<file path="src/irq_gateway_map.svh">
// Constants for the global interrupt gateway and prioritizer
`ifndef IRQ_GATEWAY_MAP_SVH
`define IRQ_GATEWAY_MAP_SVH

// Identifier that means no interrupt
`define IRQ_NO_SOURCE_ID 0
// First legal source identifier
`define IRQ_FIRST_SOURCE_ID 1
// Reset value of every priority and threshold field
`define IRQ_PRIO_RESET 0
`define IRQ_THR_RESET 0
// Reset value of the per-target enable vectors
`define IRQ_ENABLE_RESET 0

`endif

</file>
<file path="src/irq_gateway_pkg.sv">
// Types shared by the global interrupt gateway and prioritizer
package irq_gateway_pkg;

    // Privilege mode of a hart context that a target stands for
    typedef enum logic [1:0] {
        priv_user,
        priv_supervisor,
        priv_hypervisor,
        priv_machine
    } priv_mode_type;

    // External-pending bits of one hart context, one per privilege mode
    typedef struct packed {
        logic machine;
        logic hypervisor;
        logic supervisor;
        logic user;
    } notify_type;

endpackage : irq_gateway_pkg

</file>
<file path="src/global_interrupt_gateway_prioritizer.sv">
// Global interrupt gateways, pending bits, prioritizer and per-target notification
`include "irq_gateway_map.svh"

module global_interrupt_gateway_prioritizer #(
    parameter int NUM_SOURCES = 8,
    parameter int NUM_TARGETS = 2,
    parameter int PRIO_W = 3,
    parameter int CNT_W = 4,
    parameter logic [PRIO_W-1:0] PRIO_WRITABLE = '1,
    parameter logic [PRIO_W-1:0] PRIO_FIXED = '0,
    parameter logic [PRIO_W-1:0] THR_WRITABLE = '1,
    parameter logic [NUM_SOURCES-1:0] EN_WRITABLE = '1,
    parameter logic [NUM_SOURCES-1:0] EN_FIXED = '0,
    parameter logic [2*NUM_TARGETS-1:0] TARGET_MODE = 4'h7,
    localparam int ID_W = $clog2(NUM_SOURCES + 1),
    localparam int TGT_W = (NUM_TARGETS > 1) ? $clog2(NUM_TARGETS) : 1
) (
    input wire logic clock_i,
    input wire logic rst_n_i,
    input wire logic [NUM_SOURCES:1] source_i,
    input wire logic [NUM_SOURCES:1] edge_mode_i,
    input wire logic msi_valid_i,
    input wire logic [ID_W-1:0] msi_id_i,
    input wire logic prio_we_i,
    input wire logic [ID_W-1:0] prio_src_i,
    input wire logic [PRIO_W-1:0] prio_data_i,
    input wire logic enable_we_i,
    input wire logic [TGT_W-1:0] enable_target_i,
    input wire logic [NUM_SOURCES:1] enable_data_i,
    input wire logic thr_we_i,
    input wire logic [TGT_W-1:0] thr_target_i,
    input wire logic [PRIO_W-1:0] thr_data_i,
    input wire logic claim_valid_i,
    input wire logic [TGT_W-1:0] claim_target_i,
    input wire logic complete_valid_i,
    input wire logic [TGT_W-1:0] complete_target_i,
    input wire logic [ID_W-1:0] complete_id_i,
    output logic claim_ack_o,
    output logic [ID_W-1:0] claim_id_o,
    output logic [PRIO_W-1:0] prio_rd_data_o,
    output logic [NUM_SOURCES:1] source_pending_bit_o,
    output irq_gateway_pkg::notify_type [NUM_TARGETS-1:0] target_notify_pending_o
);

    logic [NUM_SOURCES*PRIO_W-1:0] prio_reg;
    logic [NUM_SOURCES:1] target_source_enable_reg [NUM_TARGETS];
    logic [PRIO_W-1:0] thr_reg [NUM_TARGETS];
    logic [NUM_SOURCES:1] source_pending_bit_reg;
    logic [NUM_SOURCES:1] req_reg;
    logic [NUM_SOURCES:1] busy_reg;
    logic [NUM_SOURCES:1] prev_src_reg;
    logic [CNT_W-1:0] cnt_reg [NUM_SOURCES:1];
    logic [NUM_SOURCES:1] accept;
    logic [NUM_SOURCES:1] edge_inc;
    logic [NUM_SOURCES:1] complete_hit;
    logic [ID_W-1:0] claim_id_next;
    irq_gateway_pkg::notify_type [NUM_TARGETS-1:0] notify_next;

    // Best pending enabled source strictly above a floor; strict compare keeps lowest id
    function automatic logic [ID_W-1:0] best_source(
        input logic [NUM_SOURCES:1] pend,
        input logic [NUM_SOURCES:1] en,
        input logic [NUM_SOURCES*PRIO_W-1:0] prio,
        input logic [PRIO_W-1:0] floor
    );
        logic [PRIO_W-1:0] best_p;
        logic [ID_W-1:0] best_id;
        logic [PRIO_W-1:0] p;
        best_p = floor;
        best_id = ID_W'(`IRQ_NO_SOURCE_ID);
        for (int s = `IRQ_FIRST_SOURCE_ID; s <= NUM_SOURCES; s++) begin
            p = prio[(s-1)*PRIO_W +: PRIO_W];
            if (pend[s] && en[s] && (p > best_p)) begin
                best_p = p;
                best_id = ID_W'(s);
            end
        end
        return best_id;
    endfunction : best_source

    // Gateway events, acceptance and completion decode
    always_comb begin
        for (int s = 1; s <= NUM_SOURCES; s++) begin
            accept[s] = req_reg[s] && !source_pending_bit_reg[s];
            edge_inc[s] = (edge_mode_i[s] && source_i[s] && !prev_src_reg[s])
                || (msi_valid_i && (msi_id_i == ID_W'(s)));
            // Only a target enabled for the source may complete it
            complete_hit[s] = complete_valid_i && (complete_id_i == ID_W'(s))
                && (int'(complete_target_i) < NUM_TARGETS)
                && target_source_enable_reg[complete_target_i][s];
        end
    end

    // Claims ignore the threshold so a masked target can still poll
    always_comb begin
        claim_id_next = ID_W'(`IRQ_NO_SOURCE_ID);
        if (claim_valid_i && (int'(claim_target_i) < NUM_TARGETS)) begin
            claim_id_next = best_source(source_pending_bit_reg,
                target_source_enable_reg[claim_target_i], prio_reg, '0);
        end
    end

    // Per-target notification, each target on its own
    always_comb begin
        logic hit;
        hit = 1'b0;
        for (int t = 0; t < NUM_TARGETS; t++) begin
            hit = best_source(source_pending_bit_reg, target_source_enable_reg[t],
                prio_reg, thr_reg[t]) != ID_W'(`IRQ_NO_SOURCE_ID);
            notify_next[t] = '0;
            case (irq_gateway_pkg::priv_mode_type'(TARGET_MODE[2*t +: 2]))
                irq_gateway_pkg::priv_machine: notify_next[t].machine = hit;
                irq_gateway_pkg::priv_hypervisor: notify_next[t].hypervisor = hit;
                irq_gateway_pkg::priv_supervisor: notify_next[t].supervisor = hit;
                irq_gateway_pkg::priv_user: notify_next[t].user = hit;
                default: notify_next[t] = '0;
            endcase
        end
    end

    // Configuration fields keep legal values only
    always_ff @(posedge clock_i or negedge rst_n_i) begin
        if (!rst_n_i) begin
            prio_reg <= {NUM_SOURCES{PRIO_W'(`IRQ_PRIO_RESET)}};
            for (int t = 0; t < NUM_TARGETS; t++) begin
                target_source_enable_reg[t] <= NUM_SOURCES'(`IRQ_ENABLE_RESET);
                thr_reg[t] <= PRIO_W'(`IRQ_THR_RESET);
            end
        end else begin
            if (prio_we_i && (prio_src_i != '0) && (int'(prio_src_i) <= NUM_SOURCES)) begin
                prio_reg[(int'(prio_src_i)-1)*PRIO_W +: PRIO_W] <=
                    (prio_data_i & PRIO_WRITABLE) | (PRIO_FIXED & ~PRIO_WRITABLE);
            end
            if (enable_we_i && (int'(enable_target_i) < NUM_TARGETS)) begin
                target_source_enable_reg[enable_target_i] <=
                    (enable_data_i & EN_WRITABLE) | (EN_FIXED & ~EN_WRITABLE);
            end
            if (thr_we_i && (int'(thr_target_i) < NUM_TARGETS)) begin
                thr_reg[thr_target_i] <= thr_data_i & THR_WRITABLE;
            end
        end
    end

    // Source pending bits: set on accept, cleared only by a claim
    always_ff @(posedge clock_i or negedge rst_n_i) begin
        if (!rst_n_i) begin
            source_pending_bit_reg <= '0;
        end else begin
            for (int s = 1; s <= NUM_SOURCES; s++) begin
                if (claim_id_next == ID_W'(s)) begin
                    source_pending_bit_reg[s] <= 1'b0;
                end else if (accept[s]) begin
                    source_pending_bit_reg[s] <= 1'b1;
                end
            end
        end
    end

    // Gateways: one request in flight until completion
    always_ff @(posedge clock_i or negedge rst_n_i) begin
        if (!rst_n_i) begin
            req_reg <= '0;
            busy_reg <= '0;
            prev_src_reg <= '0;
            for (int s = 1; s <= NUM_SOURCES; s++) begin
                cnt_reg[s] <= '0;
            end
        end else begin
            prev_src_reg <= source_i;
            for (int s = 1; s <= NUM_SOURCES; s++) begin
                if (edge_inc[s] && !(accept[s] && cnt_reg[s] != '0)) begin
                    if (cnt_reg[s] != '1) begin
                        cnt_reg[s] <= cnt_reg[s] + CNT_W'(1);
                    end
                end else if (!edge_inc[s] && accept[s] && cnt_reg[s] != '0) begin
                    cnt_reg[s] <= cnt_reg[s] - CNT_W'(1);
                end
                if (!busy_reg[s]) begin
                    if ((cnt_reg[s] != '0) || (!edge_mode_i[s] && source_i[s])) begin
                        req_reg[s] <= 1'b1;
                        busy_reg[s] <= 1'b1;
                    end
                end else begin
                    if (accept[s]) begin
                        req_reg[s] <= 1'b0;
                    end
                    // A request still waiting for the core keeps its gateway busy
                    if (complete_hit[s] && !req_reg[s]) begin
                        busy_reg[s] <= 1'b0;
                    end
                end
            end
        end
    end

    // Registered answers and status
    always_ff @(posedge clock_i or negedge rst_n_i) begin
        if (!rst_n_i) begin
            claim_ack_o <= 1'b0;
            claim_id_o <= '0;
            prio_rd_data_o <= '0;
            source_pending_bit_o <= '0;
            target_notify_pending_o <= '0;
        end else begin
            claim_ack_o <= claim_valid_i;
            claim_id_o <= claim_id_next;
            prio_rd_data_o <= (prio_src_i != '0 && int'(prio_src_i) <= NUM_SOURCES)
                ? prio_reg[(int'(prio_src_i)-1)*PRIO_W +: PRIO_W] : '0;
            source_pending_bit_o <= source_pending_bit_reg;
            target_notify_pending_o <= notify_next;
        end
    end

    for (genvar g = 1; g <= NUM_SOURCES; g++) begin : gen_source_checks

    end

    for (genvar t = 0; t < NUM_TARGETS; t++) begin : gen_target_checks

    end
endmodule : global_interrupt_gateway_prioritizer

</file>
<file path="config.mk">
export PLATFORM = sky130hd
export DESIGN_NAME = global_interrupt_gateway_prioritizer
export DESIGN_NICKNAME = d
export VERILOG_FILES = /design/src/irq_gateway_pkg.sv /design/src/global_interrupt_gateway_prioritizer.sv
export VERILOG_INCLUDE_DIRS = /design/src
export SDC_FILE = /design/constraint.sdc
export NUM_CORES = 1
export LEC_CHECK = 0
export BUFFER_PORTS_ARGS = -buffer_cell sky130_fd_sc_hd__buf_2
export CAP_MARGIN = 40
export CORE_MARGIN = 3
export CORE_UTILIZATION = 45
export CTS_BUF_LIST = sky130_fd_sc_hd__clkbuf_4 sky130_fd_sc_hd__clkbuf_8
export DETAILED_ROUTE_END_ITERATION = 10
export HOLD_SLACK_MARGIN = 0.1
export SLEW_MARGIN = 10
export SYNTH_ARGS = -nofsm -noshare
export SYNTH_HDL_FRONTEND = slang
export SYNTH_SLANG_ARGS = --single-unit
</file>
<file path="constraint.sdc">
create_clock -name clock_i -period 14.1 [get_ports clock_i]
set_clock_uncertainty 0.2 [all_clocks]
set_input_delay 1.41 -clock clock_i [delete_from_list [all_inputs] [get_ports clock_i]]
set_output_delay 1.41 -clock clock_i [all_outputs]
set_load 0.005 [all_outputs]
</file>
==> results of run 1 <==
-- final timing paths --
check / to / from / depth (start not counted) / slack [ps]
worst max-delay path: source_pending_bit_reg[1] / claim_target_i / 52 / 1570
worst min-delay path: busy_reg[7] / busy_reg[7] / 1 / 280
worst max register to register: target_notify_pending_o[3] / prio_reg[0] / 48 / 2200
worst min register to register: busy_reg[7] / busy_reg[7] / 1 / 280
max in group asynchronous: target_source_enable_reg[14] / rst_n_i / 3 / 12040
min in group asynchronous: cnt_reg[8] / rst_n_i / 1 / 700
-- final cells by class --
| cell class | count | area, um2 |
|---|---|---|
| multi-input combinational | 928 | 6850 |
| tap | 285 | 357 |
| inverter | 53 | 199 |
| clock buffer | 18 | 241 |
| timing repair buffer | 80 | 447 |
| sequential | 128 | 3200 |
| fill | 2175 | 11200 |
| clock inverter | 14 | 171 |
-- worst max-delay path, delay by kind of cell --
kind | cells | cell delay, ps
AO/OA/AOI/OAI | 17 | 3880
adder cells (fa/ha/maj) | 7 | 2080
multiplexers | 7 | 2220
AND/OR/NAND/NOR | 16 | 2380
buffers and inverters | 5 | 600
-- logic make-up after synthesis --
| kind of cell | count (synthesis) | share of synthesized area (%) |
|---|---|---|
| other cells | 1 | 0.0360 |
| mux | 113 | 14.0 |
| compound gates | 252 | 16.1 |
| flops | 128 | 30.7 |
| fa+ha+maj | 87 | 11.1 |
| simple gates | 416 | 19.9 |
| xor+xnor | 54 | 4.54 |
| buf+inv | 93 | 3.69 |
-- metrics by stage --
| step | util, % | total power (uW) |
|---|---|---|
| 4_1_cts | 50.5 | 2020 |
| 6_report | 50.5 | 2010 |
| 3_5_place_dp | 48.7 | 1670 |
| 2_1_floorplan | - | 1390 |
| 3_3_place_gp | 48.5 | 1650 |
| 5_1_grt | 50.5 | 2190 |
-- power by group through the flow --
stage                     clock (uW)  combinational (uW)  sequential, uW
after global routing             366                1150             674
final                            342                1020             652
after global placement             0                 990             656
after CTS                        349                1020             651
after detailed placement           0                1010             657
after floorplan                    0                 807             579
-- synthesized netlist by cell type, types with 17 or more instances --
master	n	area share (%)
o21ai_0	52	2.5
nor4_1	17	1.0
mux2i_1	23	2.2
nand2_1	125	4.5
inv_1	53	1.9
nor2b_1	23	1.4
ha_1	78	9.4
mux2_2	69	7.5
nor3_1	36	1.7
nor2_1	85	3.1
xnor2_1	40	3.4
mux4_2	18	3.9
dfrtp_1	128	31
a21oi_1	64	3.1
nand3_1	31	1.5
a31oi_1	17	1.0
clkbuf_1	29	1.0
-- per-layer routing --
layer | GRT usage, % | vias to the layer above | routed length, um
li1 | - | 4354 | -
met1 | 30.0 | 4348 | 12500
met2 | 39.1 | 229 | 13700
met3 | 3.66 | 29 | 1190
met4 | 4.18 | 0 | 300
met5 | 0 | - | 0
==> run summary, run 1 <==
Max-Slew Margin vs Limit: 50.1%
CTS buffer count: 17
First DRT Iteration DRCs: 653
Leak: 0.00488 uW
cell with the largest stage delay on the worst path: a311oi_2
sequential group share of total power: 32.4%
htree depth: 4
vias in the first global route: 8614
Post-synth ARST share: 100%
CP max FO: 9
maximum vdd drop: 0.0660 mV
via count: 8960
nets: 1349
Final ANT Viol Nets: 0
CTS tree: built
minimum clock period: 12530 ps
clock slew at reported path FFs: 80 ps
Synth Cell Area: 10400 um2
most frequent cells in the layout: 128 x dfrtp_1, 125 x nand2_1, 85 x nor2_1
Diodes inserted: 0
Final Slew Violations: 0
Worst EP required: 14210 ps
Slew @ Worst Pin: 743 ps
Setup TNS Final: 0 ps
Remaining Overflow, GRT: 0
RSZ-0062 raised after global routing: no
Root Buffer: clkbuf_8
# DRC: 0
Synth Register Bits: 128
max cap viols: 0
gr usage total: 22.5%
Synth warnings: 0
worst hold margin: 275 ps
syn_area_per_cell: 9.11 um2
worst slack, placed: 1230 ps
Crit Path Class: primary input to flip-flop
wire per inst: 18.4 um
synthesized instance count: 1144
max reg flops: 32
Netlist cell types: 78
Critical Path Sink Type: flip-flop
status: finished, final reports clean
Layout Cells excl Fill: 1506
CTS resizes: 0
final setup fails: 0
PwrDens: 175 nW/um2
initial antenna violation count: 0
Fmax: 79.8 MHz
die area: 25000 um2
most used cell, CP: ha_1
RD Place Congestion: 0.932
crit start category: primary input
maximum root-to-sink buffer count: 2
starting density of the core: 45.9%
first-pass GRT wire length: 45.0 mm
Net Switching: 894 uW
die height: 158 um
CP max stage delay: 510 ps
Worst-Skew Late Latency: 450 ps
Post-Place Cells: 1474
Die Width: 158 um
Synth Flop Type: dfrtp_1
Gate power share: 50.6%
Int Pwr: 1120 uW
PortBufs: 71
fin crit share: 88.9%
Worst Path Arrival: 12640 ps
Area growth, synth to finish: 10.1%
switching part of the total: 44.5%
Pre-antenna DRT Iters: 5
clock tree sinks: 128
# hold bufs at CTS: 0
commonest non-fill, non-tap cell in the layout: dfrtp_1
row cnt: 55
Placeable Area: 22700 um2
Hold WC Path Type: flip-flop to flip-flop
hpwl dp: 21.4 mm
area post-placement: 11100 um2
share of layout cells above drive strength 1: 17.8%
final WL: 27.7 mm
DR vias/cell: 5.95
EDFF count, synth: 0
clock share of power: 17.0%
post-CTS setup buffers: 0
I/O pins: 78
Final Hold Viols: 0
sequential share of the synthesized area: 30.7%
Final WS setup: 1570 ps
post-layout instance area: 11500 um2
largest net degree at the start of global routing: 65
(Power assumes the default switching activity.)
==> inputs of run 2 (changes only) <==
- ABC_AREA: not set -> 1
- CORE_MARGIN: 3 -> 1.5
- clock period: 14.1 -> 14.84 ns (I/O delays scaled with it)
==> run summary, run 2 <==
max reg flops: 32 (unchanged)
switching part of the total: 50.6% (+6.1 points)
WHS Path Cells: 1 (unchanged)
row cnt: 54 (-1.8%)
Synth Register Bits: 128 (unchanged)
Netlist cell types: 60 (-23%)
post-CTS setup buffers: 0 (unchanged)
Simple-Gate Fraction of Synth Area: 26.5% (+6.6 points)
Final ANT Viol Nets: 0 (unchanged)
cell with the largest stage delay on the worst path: a2111oi_0
Max-Slew Margin vs Limit: 39.2% (-11 points)
PortBufs: 71 (unchanged)
met3 WL: 1.52 mm (+27%)
vias in the first global route: 8967 (+4.1%)
clock slew at reported path FFs: 80 ps (about the same)
synthesized instance count: 1417 (+24%)
Area growth, synth to finish: 10.3%
Int Pwr: 1130 uW (+1.2%)
WL met1: 14.0 mm (+12%)
CTS tree: built
CTS buffer count: 17 (unchanged)
initial antenna violation count: 0 (unchanged)
EDFF count, synth: 0 (unchanged)
Post-synth ARST share: 100% (unchanged)
Synth Cell Area: 10200 um2 (-2.6%)
# DRC: 7 (+7)
most frequent cells in the layout: 303 x nand2_1, 215 x inv_1, 136 x o21ai_0
Fmax: 103 MHz
Pre-antenna DRT Iters: 9 (+4)
CTS resizes: 0 (unchanged)
syn_area_per_cell: 7.17 um2 (-21%)
First DRT Iteration DRCs: 721 (+10%)
final setup fails: 0 (unchanged)
nets: 1635 (+21%)
first-pass GRT wire length: 46.7 mm (+3.9%)
minimum clock period: 9750 ps
largest net degree at the start of global routing: 62 (-4.6%)
maximum root-to-sink buffer count: 2 (unchanged)
ranking of synthesized cells by area: dfrtp_1 32%, nand2_1 11%, ha_1 9.6%
final WL: 28.0 mm (+1.0%)
status: finished with violations
Yosys top cell by area: dfrtp_1
PwrDens: 204 nW/um2 (+16%)
wire per inst: 15.6 um (-15%)
CP top delay family: compound AO/OA/AOI/OAI gates
clock share of power: 13.2% (-3.8 points)
hpwl dp: 22.4 mm (+4.8%)
main combinational cell family by area after synthesis: simple AND/OR/NAND/NOR gates
sequential share of the synthesized area: 31.5% (+0.81 points)
CP max stage delay: 700 ps (+190 ps)
post-synthesis mux area share: 0.986% (-13 points)
RSZ-0062 raised after global routing: no
Synth Flop Type: dfrtp_1
commonest non-fill, non-tap cell in the layout: nand2_1
RD Place Congestion: 0.901 (-3.3%)
top-count cell post-synth: nand2_1
share of layout cells above drive strength 1: 10.6% (-7.2 points)
crit start category: flip-flop
Worst Reg2Reg Path Length in Cells: 49 (+2.1%)
Worst EP required: 14930 ps (+720 ps)
die height: 153 um (-3.1%)
max cap viols: 0 (unchanged)
Crit Path Class: flip-flop to flip-flop
CP max FO: 7 (-2)
worst hold margin: 265 ps (-9.85 ps)
Synth warnings: 0 (unchanged)
clock tree sinks: 128 (unchanged)
DR top layer: met4
Placeable Area: 22000 um2 (-3.3%)
fin crit share: 65.7%
top-area cell type share of the netlist area: 31.5% (+0.81 points)
Synth Area in XOR/XNOR: 2.33% (-2.2 points)
Gate power share: 60.4% (+9.8 points)
Root Buffer: clkbuf_8
synthesized-area fraction occupied by adder cells: 11.4% (+0.29 points)
Worst Path Arrival: 9840 ps (-2800 ps)
Critical Path Sink Type: flip-flop
via count: 9689 (+8.1%)
Setup TNS Final: 0 ps (unchanged)
Hold WC Path Type: flip-flop to flip-flop
# hold bufs at CTS: 0 (unchanged)
most used cell, CP: o21ai_0
complex-gate fraction of the synthesized area: 18.0% (+1.9 points)
commonest cells in the netlist: 303 x nand2_1, 215 x inv_1, 136 x o21ai_0
post-layout instance area: 11200 um2 (-2.4%)
Worst-Skew Late Latency: 460 ps (about the same)
Worst path depth: 49 (-5.8%)
htree depth: 4 (unchanged)
maximum vdd drop: 0.0885 mV (+34%)
Net Switching: 1160 uW (+29%)
Bufs and invs on worst path: 1 (-4)
Final Slew Violations: 0 (unchanged)
die area: 23500 um2 (-6.2%)
DR vias/cell: 5.42 (-8.9%)
Slew @ Worst Pin: 905 ps (+161 ps)
failing checks: DRC
starting density of the core: 46.2% (+0.34 points)
Final Hold Viols: 0 (unchanged)
I/O pins: 78 (unchanged)
WL met2: 12.0 mm (-12%)
sequential group share of total power: 26.4% (-6.0 points)
area post-placement: 10800 um2 (-2.2%)
Remaining Overflow, GRT: 0 (unchanged)
gr usage total: 24.9% (+2.4 points)
Die Width: 153 um (-3.1%)
Leak: 0.00556 uW (+14%)
Diodes inserted: 0 (unchanged)
-- run 2: cell count changes in the layout (fill, tap and decap cells not counted), sizes merged, moves of 13 or more --
cell | previous run | this run
mux2 | 72 | 8
nand2b | 13 | 0
nand3 | 31 | 77
mux2i | 23 | 1
mux4 | 18 | 0
nor3 | 36 | 22
o21ai | 62 | 154
inv | 61 | 226
xnor2 | 40 | 18
nor2b | 23 | 0
nand2 | 126 | 318
nor2 | 85 | 139
-- run 2: layout make-up --
cell class	instances	area, um2
fill	2171	10800
tap	280	350
inverter	220	826
multi-input combinational	1053	6030
sequential	128	3200
timing repair buffer	74	404
clock inverter	14	143
clock buffer	18	241
-- run 2: metal layers --
| layer | global-route usage (%) | vias up |
|---|---|---|
| met5 | 0 | - |
| met4 | 6.49 | 0 |
| met3 | 4.59 | 33 |
| met2 | 37.0 | 243 |
| met1 | 37.0 | 4520 |
| li1 | - | 4893 |
-- run 2: through the flow --
stage	total power [uW]	cells	utilization, %	setup slack, ps
3_3_place_gp	1950	1753	49.1	4930
2_1_floorplan	1650	1422	-	6270
6_report	2280	1787	51.0	5090
5_1_grt	2550	1787	51.0	4170
3_5_place_dp	1980	1755	49.3	4830
4_1_cts	2290	1787	51.0	5220
-- run 2: power by group through the flow --
| stage | sequential (uW) | combinational, uW | clock, uW |
|---|---|---|---|
| finish | 603 | 1380 | 302 |
| global route | 623 | 1600 | 324 |
| CTS | 603 | 1370 | 312 |
| detailed placement | 609 | 1370 | 0 |
| global placement | 608 | 1340 | 0 |
| floorplan | 563 | 1090 | 0 |
-- run 2: worst paths after layout --
| path | end | startpoint | slack (ps) |
|---|---|---|---|
| min | req_reg[3] | busy_reg[3] | 270 |
| min in group asynchronous | prio_rd_data_o[2] | rst_n_i | 760 |
| max | target_notify_pending_o[3] | prio_reg[2] | 5090 |
| min reg2reg | req_reg[3] | busy_reg[3] | 270 |
| max in group asynchronous | source_pending_bit_reg[1] | rst_n_i | 12630 |
| max reg2reg | target_notify_pending_o[3] | prio_reg[2] | 5090 |
-- run 2: logic make-up (layout without fill, tap and decap cells) --
kind of cell / count (synthesis) / count (layout)
adder cells (fa/ha/maj): 87 / 87
AO/OA/AOI/OAI: 312 / 312
buffers and inverters: 241 / 326
XOR/XNOR: 27 / 27
other: 1 / 6
flip-flops: 128 / 128
multiplexers: 9 / 9
AND/OR/NAND/NOR: 612 / 612
